`src/uiv_pkg.sv`:
```
// Constants and state types for the USB interrupt vector and resume block.
// Assumes a single core clock and register page access by byte address.
package uiv_pkg;

    // ------------------------------------------------------------------
    // Register addresses within the page
    // ------------------------------------------------------------------
    localparam logic [7:0] UIV_ADDR_VECTOR  = 8'hF8;
    localparam logic [7:0] UIV_ADDR_STATUS  = 8'hF9;
    localparam logic [7:0] UIV_ADDR_MASK    = 8'hFA;
    localparam logic [7:0] UIV_ADDR_CONTROL = 8'hFC;

    // ------------------------------------------------------------------
    // Reset values and writable masks
    // ------------------------------------------------------------------
    localparam logic [7:0] UIV_CTL_RESET  = 8'h15;
    localparam logic [7:0] UIV_CTL_WMASK  = 8'h5F;
    localparam logic [6:0] UIV_STAT_RESET = 7'h00;
    localparam logic [7:0] UIV_MASK_RESET = 8'h00;
    localparam logic [7:0] UIV_MASK_WMASK = 8'h7F;
    localparam logic [6:0] UIV_VEC_RESET  = 7'h00;

    // ------------------------------------------------------------------
    // Field positions
    // ------------------------------------------------------------------
    localparam int UIV_CTL_FRES   = 0;
    localparam int UIV_CTL_LPSUSP = 1;
    localparam int UIV_CTL_PDWN   = 2;
    localparam int UIV_CTL_RESUME = 3;
    localparam int UIV_CTL_VECTOR_MODE_SELECT = 4;
    localparam int UIV_CTL_TSUSP  = 6;

    localparam int UIV_ST_ESOF  = 0;
    localparam int UIV_ST_SOF   = 1;
    localparam int UIV_ST_RESET = 2;
    localparam int UIV_ST_SUSP  = 3;
    localparam int UIV_ST_END_OF_SUSPEND_FLAG = 4;
    localparam int UIV_ST_ERR   = 5;
    localparam int UIV_ST_DMA_OVER_UNDERRUN = 6;

    localparam int         UIV_EP_COUNT  = 16;
    localparam logic [3:0] UIV_EP_STATUS = 4'hF;

    // ------------------------------------------------------------------
    // Block state
    // ------------------------------------------------------------------
    typedef struct packed {
        logic [6:0] vec_sw;
        logic       correct_transfer_pending;
        logic [3:0] vec_ep;
        logic [6:0] istr;
        logic [7:0] imr;
        logic [7:0] ctl;
        logic       resume_q;
        logic [7:0] rdata;
    } uiv_state_t;

endpackage

```
`src/uiv_arb_if.sv`:
```
// Carrier between the vector core and the priority arbiter.
// Assumes the arbiter is purely combinational.
`timescale 1ns/1ps
interface uiv_arb_if #(parameter int EPS = 16);
    logic [EPS-1:0] correct_transfer;
    logic [EPS-1:0] ep_iso;
    logic           dma_over_underrun;
    logic           notify_pend;
    logic           hit;
    logic           is_transfer;
    logic [3:0]     ep_num;

    modport arb  (input correct_transfer, ep_iso, dma_over_underrun,
                  notify_pend, output hit, is_transfer, ep_num);
    modport core (output correct_transfer, ep_iso, dma_over_underrun,
                  notify_pend, input hit, is_transfer, ep_num);
endinterface

```
`src/uiv_core.sv`:
```
// USB interrupt vectoring, status flags and resume control.
// Assumes register page accesses are single-cycle strobes on core_clk.
//
// Notes on behaviour
// - Resume request bit forces resume signalling on the data lines.
// - Setting resume sets end-of-suspend flag; software clears it after.
// - Bus activity raises end-of-suspend when timed suspend is still set.
// - Vector table: one 16-bit entry per endpoint plus status entry.
// - Single-vector mode: bits 7..1 writable, bit 0 reads zero.
// - Multi-vector mode: hardware loads vector of top pending interrupt.
// - Bits 7..6 are software table base, 64-byte aligned.
// - Bit 5 tells endpoint transfer versus status-register interrupt.
// - Priority: overrun, iso transfers, other transfers, notifications.
// - Endpoint number in bits 4..1, endpoint 0 highest priority.
// - Status vectoring shows all ones in the endpoint field.
// - Bit 0 of the vector register always reads zero.
// - Any status flag gives status vector; several flags, one interrupt.
// - Mode bit: zero multi-vector, one single-vector.
`timescale 1ns/1ps
module uiv_core
    import uiv_pkg::*;
#(
    parameter int EPS = UIV_EP_COUNT
) (
    input  wire logic           core_clk,
    input  wire logic           sys_rst,
    input  wire logic [7:0]     reg_addr,
    input  wire logic [7:0]     reg_wdata,
    input  wire logic           reg_wr,
    input  wire logic           reg_rd,
    output logic      [7:0]     reg_rdata,
    input  wire logic [EPS-1:0] correct_transfer,
    input  wire logic [EPS-1:0] ep_iso,
    input  wire logic           dma_over_underrun,
    input  wire logic           err_event,
    input  wire logic           susp_event,
    input  wire logic           usb_reset_event,
    input  wire logic           sof_event,
    input  wire logic           esof_event,
    input  wire logic           bus_activity,
    output logic                irq_req,
    output logic                resume_drive,
    output logic                timed_suspend,
    output logic                low_power_suspend,
    output logic                power_down,
    output logic                force_usb_reset
);

    // ------------------------------------------------------------------
    // State and decode
    // ------------------------------------------------------------------
    uiv_state_t st_reg;
    uiv_state_t st_next;

    uiv_arb_if #(.EPS(EPS)) arb_bus ();

    uiv_arbiter #(.EPS(EPS)) u_arb (
        .a (arb_bus.arb)
    );

    logic       wr_vec;
    logic       wr_stat;
    logic       wr_mask;
    logic       wr_ctl;
    logic       rd_vec;
    logic       single_mode;
    logic       wake;
    logic [6:0] stat_set;
    logic [6:0] stat_irq;

    assign wr_vec      = reg_wr && (reg_addr == UIV_ADDR_VECTOR);
    assign wr_stat     = reg_wr && (reg_addr == UIV_ADDR_STATUS);
    assign wr_mask     = reg_wr && (reg_addr == UIV_ADDR_MASK);
    assign wr_ctl      = reg_wr && (reg_addr == UIV_ADDR_CONTROL);
    assign rd_vec      = reg_rd && (reg_addr == UIV_ADDR_VECTOR);
    assign single_mode = st_reg.ctl[UIV_CTL_VECTOR_MODE_SELECT];
    assign wake        = bus_activity && st_reg.ctl[UIV_CTL_TSUSP];
    assign stat_irq    = st_reg.istr & st_reg.imr[6:0];

    always_comb begin
        stat_set                = '0;
        stat_set[UIV_ST_DMA_OVER_UNDERRUN] = dma_over_underrun;
        stat_set[UIV_ST_ERR]    = err_event;
        stat_set[UIV_ST_SUSP]   = susp_event;
        stat_set[UIV_ST_RESET]  = usb_reset_event;
        stat_set[UIV_ST_SOF]    = sof_event;
        stat_set[UIV_ST_ESOF]   = esof_event;
        stat_set[UIV_ST_END_OF_SUSPEND_FLAG] = wake ||
            (st_reg.ctl[UIV_CTL_RESUME] && !st_reg.resume_q);
    end

    assign arb_bus.correct_transfer  = correct_transfer;
    assign arb_bus.ep_iso            = ep_iso;
    assign arb_bus.dma_over_underrun = stat_irq[UIV_ST_DMA_OVER_UNDERRUN];
    assign arb_bus.notify_pend       = |stat_irq[UIV_ST_ERR:UIV_ST_ESOF];

    // ------------------------------------------------------------------
    // Next state
    // ------------------------------------------------------------------
    always_comb begin
        st_next          = st_reg;
        st_next.resume_q = st_reg.ctl[UIV_CTL_RESUME];

        // Write zero clears, write one keeps; a new event wins
        if (wr_stat) begin
            st_next.istr = st_reg.istr & reg_wdata[6:0];
        end
        st_next.istr = st_next.istr | stat_set;

        if (wr_mask) begin
            st_next.imr = reg_wdata & UIV_MASK_WMASK;
        end
        if (wr_ctl) begin
            st_next.ctl = reg_wdata & UIV_CTL_WMASK;
        end
        if (wake) begin
            st_next.ctl[UIV_CTL_LPSUSP] = 1'b0;
        end

        if (wr_vec) begin
            if (single_mode) begin
                st_next.vec_sw = reg_wdata[7:1];
            end else begin
                st_next.vec_sw[6:5] = reg_wdata[7:6];
            end
        end

        // Hardware vector, frozen while being read
        if (!rd_vec) begin
            if (arb_bus.hit && arb_bus.is_transfer) begin
                st_next.correct_transfer_pending = 1'b1;
                st_next.vec_ep  = arb_bus.ep_num;
            end else begin
                st_next.correct_transfer_pending = 1'b0;
                st_next.vec_ep  = UIV_EP_STATUS;
            end
        end

        st_next.rdata = 8'h00;
        if (reg_rd) begin
            unique case (reg_addr)
                UIV_ADDR_VECTOR: begin
                    if (single_mode) begin
                        st_next.rdata = {st_reg.vec_sw, 1'b0};
                    end else begin
                        st_next.rdata = {st_reg.vec_sw[6:5],
                                         st_reg.correct_transfer_pending,
                                         st_reg.vec_ep, 1'b0};
                    end
                end
                UIV_ADDR_STATUS:  st_next.rdata = {1'b0, st_reg.istr};
                UIV_ADDR_MASK:    st_next.rdata = st_reg.imr;
                UIV_ADDR_CONTROL: st_next.rdata = st_reg.ctl;
                default:          st_next.rdata = 8'h00;
            endcase
        end
    end

    always_ff @(posedge core_clk or posedge sys_rst) begin
        if (sys_rst) begin
            st_reg.vec_sw   <= UIV_VEC_RESET;
            st_reg.correct_transfer_pending <= 1'b0;
            st_reg.vec_ep   <= UIV_EP_STATUS;
            st_reg.istr     <= UIV_STAT_RESET;
            st_reg.imr      <= UIV_MASK_RESET;
            st_reg.ctl      <= UIV_CTL_RESET;
            st_reg.resume_q <= 1'b0;
            st_reg.rdata    <= 8'h00;
        end else begin
            st_reg <= st_next;
        end
    end

    // ------------------------------------------------------------------
    // Outputs
    // ------------------------------------------------------------------
    assign reg_rdata         = st_reg.rdata;
    assign irq_req           = (|stat_irq) || (|correct_transfer);
    assign resume_drive      = st_reg.ctl[UIV_CTL_RESUME];
    assign timed_suspend     = st_reg.ctl[UIV_CTL_TSUSP];
    assign low_power_suspend = st_reg.ctl[UIV_CTL_LPSUSP];
    assign power_down        = st_reg.ctl[UIV_CTL_PDWN];
    assign force_usb_reset   = st_reg.ctl[UIV_CTL_FRES];
endmodule // uiv_core

```
`src/uiv_arbiter.sv`:
```
// Priority arbiter for pending USB interrupts.
// Assumes pending inputs are already masked by the caller.
`timescale 1ns/1ps
module uiv_arbiter
    import uiv_pkg::*;
#(
    parameter int EPS = UIV_EP_COUNT
) (
    uiv_arb_if.arb a
);

    // ------------------------------------------------------------------
    // Split endpoints into isochronous and other classes
    // ------------------------------------------------------------------
    logic [EPS-1:0] iso_pend;
    logic [EPS-1:0] non_pend;

    genvar g;
    generate
        for (g = 0; g < EPS; g++) begin : g_split
            assign iso_pend[g] = a.correct_transfer[g] & a.ep_iso[g];
            assign non_pend[g] = a.correct_transfer[g] & ~a.ep_iso[g];
        end
    endgenerate

    // ------------------------------------------------------------------
    // Lowest endpoint number wins within a class
    // ------------------------------------------------------------------
    logic [3:0] iso_num;
    logic [3:0] non_num;

    always_comb begin
        iso_num = UIV_EP_STATUS;
        non_num = UIV_EP_STATUS;
        for (int i = EPS - 1; i >= 0; i--) begin
            if (iso_pend[i]) begin
                iso_num = 4'(i);
            end
            if (non_pend[i]) begin
                non_num = 4'(i);
            end
        end
    end

    // ------------------------------------------------------------------
    // Class order: overrun, iso, non-iso, notification
    // ------------------------------------------------------------------
    always_comb begin
        a.hit         = 1'b1;
        a.is_transfer = 1'b0;
        a.ep_num      = UIV_EP_STATUS;
        if (a.dma_over_underrun) begin
            a.is_transfer = 1'b0;
        end else if (|iso_pend) begin
            a.is_transfer = 1'b1;
            a.ep_num      = iso_num;
        end else if (|non_pend) begin
            a.is_transfer = 1'b1;
            a.ep_num      = non_num;
        end else if (a.notify_pend) begin
            a.is_transfer = 1'b0;
        end else begin
            a.hit = 1'b0;
        end
    end

endmodule // uiv_arbiter

```
`config.mk`:
```
export PLATFORM = sky130hd
export DESIGN_NAME = uiv_core
export DESIGN_NICKNAME = d
export VERILOG_FILES = /design/src/uiv_pkg.sv /design/src/uiv_arb_if.sv /design/src/uiv_core.sv /design/src/uiv_arbiter.sv
export SDC_FILE = /design/constraint.sdc
export NUM_CORES = 1
export LEC_CHECK = 0
export BUFFER_PORTS_ARGS = -buffer_cell sky130_fd_sc_hd__clkbuf_2
export CAP_MARGIN = 20
export CORE_MARGIN = 3
export CORE_UTILIZATION = 55
export DETAILED_ROUTE_END_ITERATION = 8
export PLACE_DENSITY_LB_ADDON = 0.1
export REMOVE_ABC_BUFFERS = 1
export SLEW_MARGIN = 10
export SYNTH_ARGS = -nofsm -noshare
export SYNTH_HDL_FRONTEND = slang
export SYNTH_SLANG_ARGS = --single-unit
```
`constraint.sdc`:
```
create_clock -name core_clk -period 2.1 [get_ports core_clk]
set_input_delay 0.21 -clock core_clk [delete_from_list [all_inputs] [get_ports core_clk]]
set_output_delay 0.21 -clock core_clk [all_outputs]
set_load 0.01 [all_outputs]
```
==> results.md, run 1 <==
* Setup TNS at 0 ns
* R2R depth at 3
* Standard-cell row count at 23
* Initial drt markers at 144
* Status: finished, final reports clean
* DR pass1 iterations at 4
* Metal-1 WL at 2640 µm
* DR WL/cell at 16.0 µm
* Max Cap Violations at 0
* Die area at 0.00517 mm²
* Comb pwr share at 15.2%
* Setup-failing EPs final at 0
* Max FFs per register at 27
* Worst EP required at 1.89 ns
* Number of synthesized register bits at 41
* Clock H-tree levels at 2
* Max Slew Vio Count at 0
* Switch Pwr at 0.000426 W
* CTS clk-pin slew, worst paths at 0.07 ns
* Worst-margin pin slew at 0.636 ns
* Clk pwr share at 36.6%
* CTS Buf Count at 5
* Worst setup EP type: primary output
* Max_slew headroom at 57.6%
* Pint at 0.00134 W
* Via Count at 2,066
* Seq/Total Area, Yosys at 43.3%
* WL final at 5640 µm
* Final min period at 1.85 ns
* CTS Sinks at 41
* Setup bufs post-CTS at 0
* Vias in the first global route at 1,927
* Antenna cells at 0
* Final-report hold violation count at 0
* R2R setup slack at 0.70 ns
* Gr usage total at 23.2%
* Die span in y at 71.9 µm
* Synth warnings at 0
* Main synth FF type: dfrtp_1
* Antenna Violating Nets Remaining at 0
* First-pass GRT wire length at 9250 µm
* Clk buf depth at 2
* Flop pwr share at 48.2%
* Worst flop-to-flop path endpoint: reg_rdata[1]
* Startpoint types: primary input
* Post-synth EDFFs at 0
* Layout fillers at 320
* Die W at 71.9 µm
* Share of cells above drive strength 1 at 42.4%
* DP Area at 0.00278 mm²
* Nets at 360
* Crit Path Class: primary input to primary output
* Worst min path class: primary input to asynchronous set/reset pin
* IO Port Bufs at 72
* DR top layer: met4
* Critical path arrival at 1.64 ns
* Overall Power at 0.00177 W
* Routed met3 length at 275 µm
* Largest net degree at the start of global routing at 42
* Max Fclk at 542 MHz
* Switching part of the total at 24.1%
* Critical-path maximum fanout at 5
* Initial Utilization at 58.5%
* Initial antenna violation count at 0
* Most frequent cells in the layout: clkbuf_2 (72), dfrtp_1 (34), mux2_2 (23)
* Clk_lat worst skew at 0.30 ns
* Synthesized cell area at 0.00239 mm²
* Total gr overflow at 0
* Cell Pwr Density at 609 mW/mm²
* RSZ-0062 raised after global routing: false
* Vias per cell at 5.87
* Syn Inst Count at 227
* Detailed-placement wirelength estimate at 4280 µm
* # resized after CTS at 0
* Final Skew at 0.00803 ns
* Core Area at 0.00409 mm²
* Commonest non-fill, non-tap cell in the layout: clkbuf_2
* Final worst-path cycle share at 87.9%
* Peak VDD IR at 0.556 mV
* Met2 routed WL at 2680 µm
* RR Startpoint: single_mode
* Leakage power at 1.33 nW
* Final Cell Area at 0.00291 mm²
* Root Driver: clkbuf_8
* Gpl congestion at 0.847
* Area Growth Syn to Fin at 21.5%
* Distinct cell type count after synthesis at 46
* IO Pins at 73
* Async set-reset flop share out of synthesis at 100%
* Syn avg cell area at 10.5 µm²
* Hold buffers post-CTS at 0
* CTS tree: built
* Remaining DRCs at 0
cells in the mapped netlist, drive strengths merged (2+ instances only):
cell type	count	area share [%]
mux2	23	11
a222oi	3	1.3
nor4b	4	3.3
a31oi	4	1.0
and3	3	0.99
nor4	2	1.2
nand2b	10	2.6
nand4	3	0.79
a211oi	3	0.94
a22oi	20	6.3
a31o	2	0.73
dfrtp	34	36
nand3	6	1.8
nor2	12	1.9
nor2b	15	3.9
a21oi	13	2.7
dfstp	7	7.7
nand2	21	3.9
o21ai	11	2.3
inv	3	0.47
a32o	2	0.84
buf	9	2.7
stage by stage:
step	cells	worst slack, ns	hold WS (ns)	util (%)
after detailed placement	344	0.215	0.345	68.1
after CTS	352	0.217	0.0238	70.9
final	352	0.253	0.000690	71.1
after floorplan	217	0.485	0.301	-
after global placement	344	0.198	0.338	68.1
after global routing	352	0.0702	0.0525	71.1
worst max-delay path, cell delays in order:
cell and delay (ns):
clkbuf_2 0.10, a22oi_1 0.33, nand4_1 0.16, or2_1 0.33
nor3_2 0.24, nand3_1 0.12, clkbuf_2 0.15
per-layer routing:
layer  track usage (%)  vias to the layer above
met3              5.54                        5
met4              5.43                        0
met1              33.1                     1004
met5                 0                        -
li1                  -                     1001
met2              36.2                       56
cell type report:
cell class / instances / area (µm²) / share of cell area (%)
flip-flops and latches: 41 / 1030 / 35.6
repair buffers: 77 / 398 / 13.7
clock inverters: 1 / 30.0 / 1.03
multi-input cells: 173 / 1280 / 44.1
inverters: 3 / 11.3 / 0.388
clock buffers: 7 / 86.3 / 2.97
well taps: 50 / 62.6 / 2.15
how the worst max path moves through the flow:
stage,start,endpoint,slack (ns)
4_1_cts,correct_transfer[4],irq_req,0.22
3_5_place_dp,correct_transfer[4],st_reg[36],0.21
5_1_grt,ep_iso[6],irq_req,0.07
3_3_place_gp,correct_transfer[4],irq_req,0.20
6_report,ep_iso[6],irq_req,0.25
2_1_floorplan,reg_addr[6],st_reg[37],0.49
cell families (layout without fill, tap and decap cells):
family                   after synthesis  count (layout)  synth area share (%)
buffers and inverters                 13              88                  3.35
AND/OR/NAND/NOR                       79              79                  21.6
AO/OA/AOI/OAI                         69              69                  20.1
flip-flops                            41              41                  43.3
multiplexers                          24              24                  11.3
adder cells (fa/ha/maj)                1               1                 0.419
power by group through the flow:
stage          clock network (W)  registers [W]  logic, W
4_1_cts                 0.000663       0.000853  0.000267
3_5_place_dp                   0       0.000867  0.000263
3_3_place_gp                   0       0.000866  0.000260
2_1_floorplan                  0       0.000862  0.000143
6_report                0.000647       0.000853  0.000269
5_1_grt                 0.000694       0.000857  0.000301
Power figures use the tool's default switching activity.
==> run 2: changes to the inputs <==
--- a/config.mk
+++ b/config.mk
@@ -8,11 +8,12 @@
 export BUFFER_PORTS_ARGS = -buffer_cell sky130_fd_sc_hd__clkbuf_2
 export CAP_MARGIN = 20
 export CORE_MARGIN = 3
-export CORE_UTILIZATION = 55
+export CORE_UTILIZATION = 53
 export DETAILED_ROUTE_END_ITERATION = 8
 export PLACE_DENSITY_LB_ADDON = 0.1
 export REMOVE_ABC_BUFFERS = 1
 export SLEW_MARGIN = 10
 export SYNTH_ARGS = -nofsm -noshare
 export SYNTH_HDL_FRONTEND = slang
+export SYNTH_HIERARCHICAL = 1
 export SYNTH_SLANG_ARGS = --single-unit
==> constraint.sdc (replaced) <==
create_clock -name core_clk -period 1.9 [get_ports core_clk]
set_input_delay 0.19 -clock core_clk [delete_from_list [all_inputs] [get_ports core_clk]]
set_output_delay 0.19 -clock core_clk [all_outputs]
set_load 0.01 [all_outputs]
==> run 2 against run 1 <==
Net effect:
- the run now ends with negative hold slack left
- sequential share of layout area down 4.5 points
- combinational power is 46% higher
- worst hold slack worse by 0.019 ns
- final area increased by 14%
- clock skew rose by 0.0047 ns
- die area rose by 16%
- largest power group unchanged
- highest routed layer unchanged
==> results.md, run 2 <==
* Async set-reset flop share out of synthesis at 100% (unchanged)
* Overall Power at 0.00218 W (was 0.00177 W)
* Share of cells above drive strength 1 at 40.9% (was 42.4%)
* Yosys top cell area share at 31.6% (was 35.6%)
* Nets at 405 (was 360)
* Layout fillers at 413 (was 320)
* Max Fclk at 561 MHz
* IO Port Bufs at 72 (unchanged)
* RSZ-0062 raised after global routing: false (unchanged)
* Startpoint types: register (was primary input)
* Clk_lat worst skew at 0.30 ns (about the same)
* Status: finished, violations left (was finished, final reports clean)
* Worst setup EP type: primary output (unchanged)
* Max FFs per register at 27 (unchanged)
* Antenna cells at 0 (unchanged)
* Area Growth Syn to Fin at 23.2% (was 21.5%)
* Final worst-path cycle share at 93.8%
* Initial Utilization at 55.9% (was 58.5%)
* Main synth FF type: dfrtp_1 (unchanged)
* Synthesized cell area at 0.00270 mm² (was 0.00239 mm²)
* Most frequent cells in the layout: clkbuf_2 (71), dfrtp_1 (34), nand2b_1 (21) (was clkbuf_2 (72), dfrtp_1 (34), mux2_2 (23))
* Standard-cell row count at 25 (was 23)
* DR WL/cell at 16.6 µm (was 16.0 µm)
* Die area at 0.00598 mm² (was 0.00517 mm²)
* Critical path arrival at 1.59 ns (was 1.64 ns)
* Crit Path Class: register to primary output (was primary input to primary output)
* Syn avg cell area at 10.1 µm² (was 10.5 µm²)
* Max_slew headroom at 66.1% (was 57.6%)
* Final Skew at 0.0128 ns (was 0.00803 ns)
* Vias in the first global route at 2,269 (was 1,927)
* Via Count at 2,353 (was 2,066)
* Final min period at 1.78 ns
* Worst min path class: primary input to asynchronous set/reset pin (unchanged)
* Non-Filler Instances at 414 (was 352)
* Area leader, netlist: dfrtp_1 (unchanged)
* Largest net degree at the start of global routing at 42 (unchanged)
* Post-synth EDFFs at 0 (unchanged)
* CTS tree: built (unchanged)
* Initial drt markers at 110 (was 144)
* Critical-path maximum fanout at 5 (unchanged)
* Peak VDD IR at 0.432 mV (was 0.556 mV)
* Gpl congestion at 0.892 (was 0.847)
* Setup-failing EPs final at 0 (unchanged)
* Syn Inst Count at 267 (was 227)
* Commonest non-fill, non-tap cell in the layout: clkbuf_2 (unchanged)
* Worst-margin pin slew at 0.508 ns (was 0.636 ns)
* Number of synthesized register bits at 41 (unchanged)
* Antenna Violating Nets Remaining at 0 (unchanged)
* First-pass GRT wire length at 11,200 µm (was 9250 µm)
* Die span in y at 77.3 µm (was 71.9 µm)
* IO Pins at 73 (unchanged)
* Core Area at 0.00482 mm² (was 0.00409 mm²)
* Detailed-placement wirelength estimate at 5380 µm (was 4280 µm)
* RR Startpoint: single_mode (unchanged)
* Distinct cell type count after synthesis at 56 (was 46)
* CTS Sinks at 41 (unchanged)
* Remaining DRCs at 0 (unchanged)
* Hold buffers post-CTS at 0 (unchanged)
* Initial antenna violation count at 0 (unchanged)
* Hold slack at -0.0179 ns (was 0.000690 ns)
* Max Slew Vio Count at 0 (unchanged)
* Most frequent cells after synthesis: dfrtp_1 (34), nand2b_1 (21), nand2_1 (16) (was dfrtp_1 (34), mux2_2 (23), a22oi_1 (20))
* Synth warnings at 6 (was 0)
* Failing checks: negative hold slack
* Seq/Total Area, Yosys at 38.4% (was 43.3%)
* Most frequent cell after synthesis: dfrtp_1 (unchanged)
* CTS Buf Count at 5 (unchanged)
* Setup TNS at 0 ns (unchanged)
* Vias per cell at 5.68 (was 5.87)
* Worst EP required at 1.71 ns (was 1.89 ns)
* WL final at 6890 µm (was 5640 µm)
* Clock H-tree levels at 2 (unchanged)
* Placed cell count at 402 (was 344)
* Final-report hold violation count at 25 (was 0)
* Leakage power at 1.57 nW (was 1.33 nW)
* DR pass1 iterations at 4 (unchanged)
* CTS clk-pin slew, worst paths at 0.09 ns (was 0.07 ns)
* Critical path origin: st_reg[23] (was ep_iso[6])
* Root Driver: clkbuf_8 (unchanged)
* Ranking of synthesized cells by area: dfrtp_1 (32%), dfstp_2 (6.8%), mux2_2 (6.3%) (was dfrtp_1 (36%), mux2_2 (11%), dfstp_2 (7.7%))
* Max Cap Violations at 0 (unchanged)
* Cell Pwr Density at 656 mW/mm² (was 609 mW/mm²)
* Gr usage total at 23.4% (was 23.2%)
* Clk buf depth at 2 (unchanged)
* Total gr overflow at 0 (unchanged)
* Die W at 77.3 µm (was 71.9 µm)
run 2: cell count changes after synthesis, sizes merged, moves of 5 or more:
cell and change:
nand3 +7, mux2i +10, a22oi -8, nand2b +12, clkbuf +5, o21ai -8
a22o +9, a21oi -10, nand2 -5, nor2b -11, inv +12, o41ai +7
run 2: final timing paths:
kind,endpoint,slack (ns),cells after the start
worst max-delay path,irq_req,0.12,3
worst min-delay path,st_reg[40],-0.02,3
worst max register to register,st_reg[41],0.28,3
worst min register to register,st_reg[34],0.47,2
max in group asynchronous,force_usb_reset,1.55,3
min in group core_clk,st_reg[25],0.06,2
run 2: metrics by stage:
| stage | utilization, % | cell area [µm²] | setup WS [ns] |
|---|---|---|---|
| detailed placement | 65.0 | 3130 | 0.166 |
| CTS | 68.5 | 3300 | 0.00855 |
| global route | 68.9 | 3320 | 0.0638 |
| finish | 68.9 | 3320 | 0.117 |
| floorplan | - | 2590 | 0.239 |
| global placement | 65.0 | 3130 | 0.191 |
run 2: power breakdown:
| part | total (W) | switching (W) | internal [W] |
|---|---|---|---|
| sequential | 0.000929 | 0.0000196 | 0.000910 |
| clock | 0.000857 | 0.000328 | 0.000529 |
| combinational | 0.000392 | 0.000218 | 0.000174 |
run 2: cells by family (layout without fill, tap and decap cells):
group | Yosys count | count (layout) | synth area share, %
simple gates | 98 | 98 | 22.7
mux | 31 | 31 | 13.1
compound gates | 65 | 65 | 19.8
buf+inv | 32 | 112 | 5.94
flops | 41 | 41 | 38.4
run 2: critical path, cell delays in order, from the launching register on:
cell and delay (ns):
dfrtp_1 0.40, and2_1 0.21, or4_1 0.52, buf_2 0.15
run 2: layout make-up:
cell class	count	area [µm²]	area share [%]
Inverter	15	56.3	1.70
Multi-Input combinational cell	194	1520	45.8
Clock buffer	5	68.8	2.07
Clock inverter	3	68.8	2.07
Timing Repair Buffer	89	488	14.7
Sequential cell	41	1030	31.2
Tap cell	67	83.8	2.52
run 2: routing by layer:
layer / GRT usage (%) / vias to the layer above / wire [µm]
met3: 4.23 / 10 / 353
met1: 32.5 / 1109 / 3230
met5: 0 / - / 0
met2: 37.9 / 67 / 3210
li1: - / 1167 / -
met4: 5.87 / 0 / 100
run 2: repair_timing:
| action | in CTS | in global routing |
|---|---|---|
| setup endpoints to repair | 1 | 1 |
| pin swaps | 1 | 4 |
| buffers inserted | 2 | 2 |
| gates resized for setup | 3 | 2 |
==> run 3: changes to the inputs <==
--- a/config.mk
+++ b/config.mk
@@ -11,6 +11,7 @@
 export CORE_UTILIZATION = 53
 export DETAILED_ROUTE_END_ITERATION = 8
 export PLACE_DENSITY_LB_ADDON = 0.1
+export RECOVER_POWER = 100
 export REMOVE_ABC_BUFFERS = 1
 export SLEW_MARGIN = 10
 export SYNTH_ARGS = -nofsm -noshare
==> run 3 against run 2 <==
Net effect:
- the flow now finishes without violations
- non-clock buffer count unchanged
- global-route usage unchanged
- die area unchanged
- worst hold slack better by 0.082 ns
- count of clock-buffer cells in the layout unchanged
- final cell count unchanged
- first-iteration DRC count down 9.1%
- maximum frequency up 0.12%
- critical endpoint unchanged
- largest cell class unchanged
==> results.md, run 3 (synthesized netlist as in run 2, its figures left out) <==
* Flop pwr share at 42.7% (about the same)
* RR Startpoint: single_mode (unchanged)
* WL final at 6930 µm (was 6890 µm)
* Core Area at 0.00482 mm² (unchanged)
* Worst min path class: primary input to register (was primary input to asynchronous set/reset pin)
* Setup TNS at 0 ns (unchanged)
* Die area at 0.00598 mm² (unchanged)
* Hold buffers post-CTS at 0 (unchanged)
* Largest net degree at the start of global routing at 42 (unchanged)
* RSZ-0062 raised after global routing: false (unchanged)
* Clk pwr share at 39.5% (was 39.4%)
* Die W at 77.3 µm (unchanged)
* Worst EP required at 1.71 ns (about the same)
* Peak VDD IR at 0.433 mV (was 0.432 mV)
* CTS clk-pin slew, worst paths at 0.09 ns (about the same)
* Min-delay src: esof_event
* Final Skew at 0.0132 ns (was 0.0128 ns)
* Leakage power at 1.49 nW (was 1.57 nW)
* Max FFs per register at 27 (unchanged)
* Nets at 405 (unchanged)
* Switch Pwr at 0.000567 W (was 0.000565 W)
* IO Pins at 73 (unchanged)
* Crit Path Class: register to primary output (unchanged)
* Standard-cell row count at 25 (unchanged)
* CTS tree: built (unchanged)
* Area Growth Syn to Fin at 20.8% (was 23.2%)
* Switching part of the total at 26.1% (was 26.0%)
* Critical-path maximum fanout at 5 (unchanged)
* First-pass GRT wire length at 11,200 µm (unchanged)
* Final worst-path cycle share at 93.7% (was 93.8%)
* DR pass1 iterations at 4 (unchanged)
* Antenna Violating Nets Remaining at 0 (unchanged)
* Max Slew Vio Count at 0 (unchanged)
* CTS Sinks at 41 (unchanged)
* Most frequent cells in the layout: clkbuf_2 (59), dfrtp_1 (34), nand2b_1 (21) (was clkbuf_2 (71), dfrtp_1 (34), nand2b_1 (21))
* Status: finished, final reports clean (was finished, violations left)
* Via Count at 2,364 (was 2,353)
* Root Driver: clkbuf_8 (unchanged)
* Antenna cells at 0 (unchanged)
* Initial antenna violation count at 0 (unchanged)
* Max Fclk at 562 MHz (was 561 MHz)
* Multi-input logic area at 0.00150 mm² (was 0.00152 mm²)
* Startpoint types: register (unchanged)
* IO Port Bufs at 72 (unchanged)
* Final min period at 1.78 ns (about the same)
* Total gr overflow at 0 (unchanged)
* Worst setup EP type: primary output (unchanged)
* DR WL/cell at 16.7 µm (was 16.6 µm)
* Pint at 0.00161 W (about the same)
* Clock H-tree levels at 2 (unchanged)
* Share of cells above drive strength 1 at 32.9% (was 40.9%)
* Gr usage total at 23.4% (unchanged)
* Cell Pwr Density at 668 mW/mm² (was 656 mW/mm²)
* Detailed-placement wirelength estimate at 5380 µm (unchanged)
* CTS Buf Count at 5 (unchanged)
* Max Cap Violations at 0 (unchanged)
* Layout fillers at 431 (was 413)
* Critical path arrival at 1.59 ns (about the same)
* Vias per cell at 5.71 (was 5.68)
* Vias in the first global route at 2,269 (unchanged)
* Comb pwr share at 17.8% (was 18.0%)
* Critical path origin: st_reg[23] (unchanged)
* Die span in y at 77.3 µm (unchanged)
* FF/Latch Area at 0.00103 mm² (unchanged)
* Gpl congestion at 0.892 (unchanged)
* Clk buf depth at 2 (unchanged)
* Clk_lat worst skew at 0.30 ns (about the same)
* Worst-margin pin slew at 1.01 ns (was 0.508 ns)
* Final-report hold violation count at 0 (was 25)
* Max_slew headroom at 33.0% (was 66.1%)
* Remaining DRCs at 0 (unchanged)
* Initial drt markers at 100 (was 110)
* Initial Utilization at 55.9% (unchanged)
* Commonest non-fill, non-tap cell in the layout: clkbuf_2 (unchanged)
* Setup-failing EPs final at 0 (unchanged)
* Hold slack at 0.0637 ns (was -0.0179 ns)
## run 3: path summary, 6_finish.rpt
path | end | slack [ns] | depth (start not counted)
setup / recovery | irq_req | 0.12 | 3
hold / removal | st_reg[25] | 0.06 | 2
setup reg to reg | reg_rdata[5] | 0.12 | 4
hold reg to reg | st_reg[34] | 0.47 | 2
max in group asynchronous | st_reg[42] | 1.10 | 3
min in group asynchronous | st_reg[40] | 0.17 | 3
## run 3: per-layer routing
layer | global-route usage, % | wire, µm
met5 | 0 | 0
met3 | 4.23 | 347
met2 | 37.9 | 3220
met4 | 5.87 | 96
met1 | 32.5 | 3260
## run 3: layout make-up
class,count,share of cell area (%)
clock buffers,5,2.11
well taps,67,2.57
flip-flops and latches,41,31.8
inverters,15,1.73
repair buffers,89,13.8
clock inverters,3,2.11
multi-input cells,194,45.9
## run 3: worst max-delay path, cell delays in order (launching register included)
cell and delay, ns:
dfrtp_1 0.40, and2_1 0.21, or4_1 0.53, clkbuf_1 0.14
## run 3: power by group through the flow
stage / Sequential, W / Clock, W / Combinational, W
global route: 0.000932 / 0.000899 / 0.000427
detailed placement: 0.000945 / 0 / 0.000381
floorplan: 0.000944 / 0 / 0.000207
global placement: 0.000944 / 0 / 0.000377
finish: 0.000928 / 0.000859 / 0.000387
CTS: 0.000929 / 0.000862 / 0.000389
## run 3: repair_timing
| item | CTS | global route |
|---|---|---|
| setup buffers | 2 | 2 |
| pin swaps | 1 | 4 |
| endpoints found under the setup margin | 1 | 1 |
| gates cloned | 0 | 0 |
| gates resized for setup | 3 | 2 |
## run 3: metrics by stage
stage / instance area [µm²] / power, W / utilization [%] / worst slack [ns] / instances
6_report: 3260 / 0.00217 / 67.6 / 0.119 / 414
5_1_grt: 3260 / 0.00226 / 67.6 / 0.0425 / 414
4_1_cts: 3300 / 0.00218 / 68.5 / 0.00855 / 412
3_5_place_dp: 3130 / 0.00133 / 65.0 / 0.166 / 402
3_3_place_gp: 3130 / 0.00132 / 65.0 / 0.191 / 402
2_1_floorplan: 2590 / 0.00115 / - / 0.239 / 250
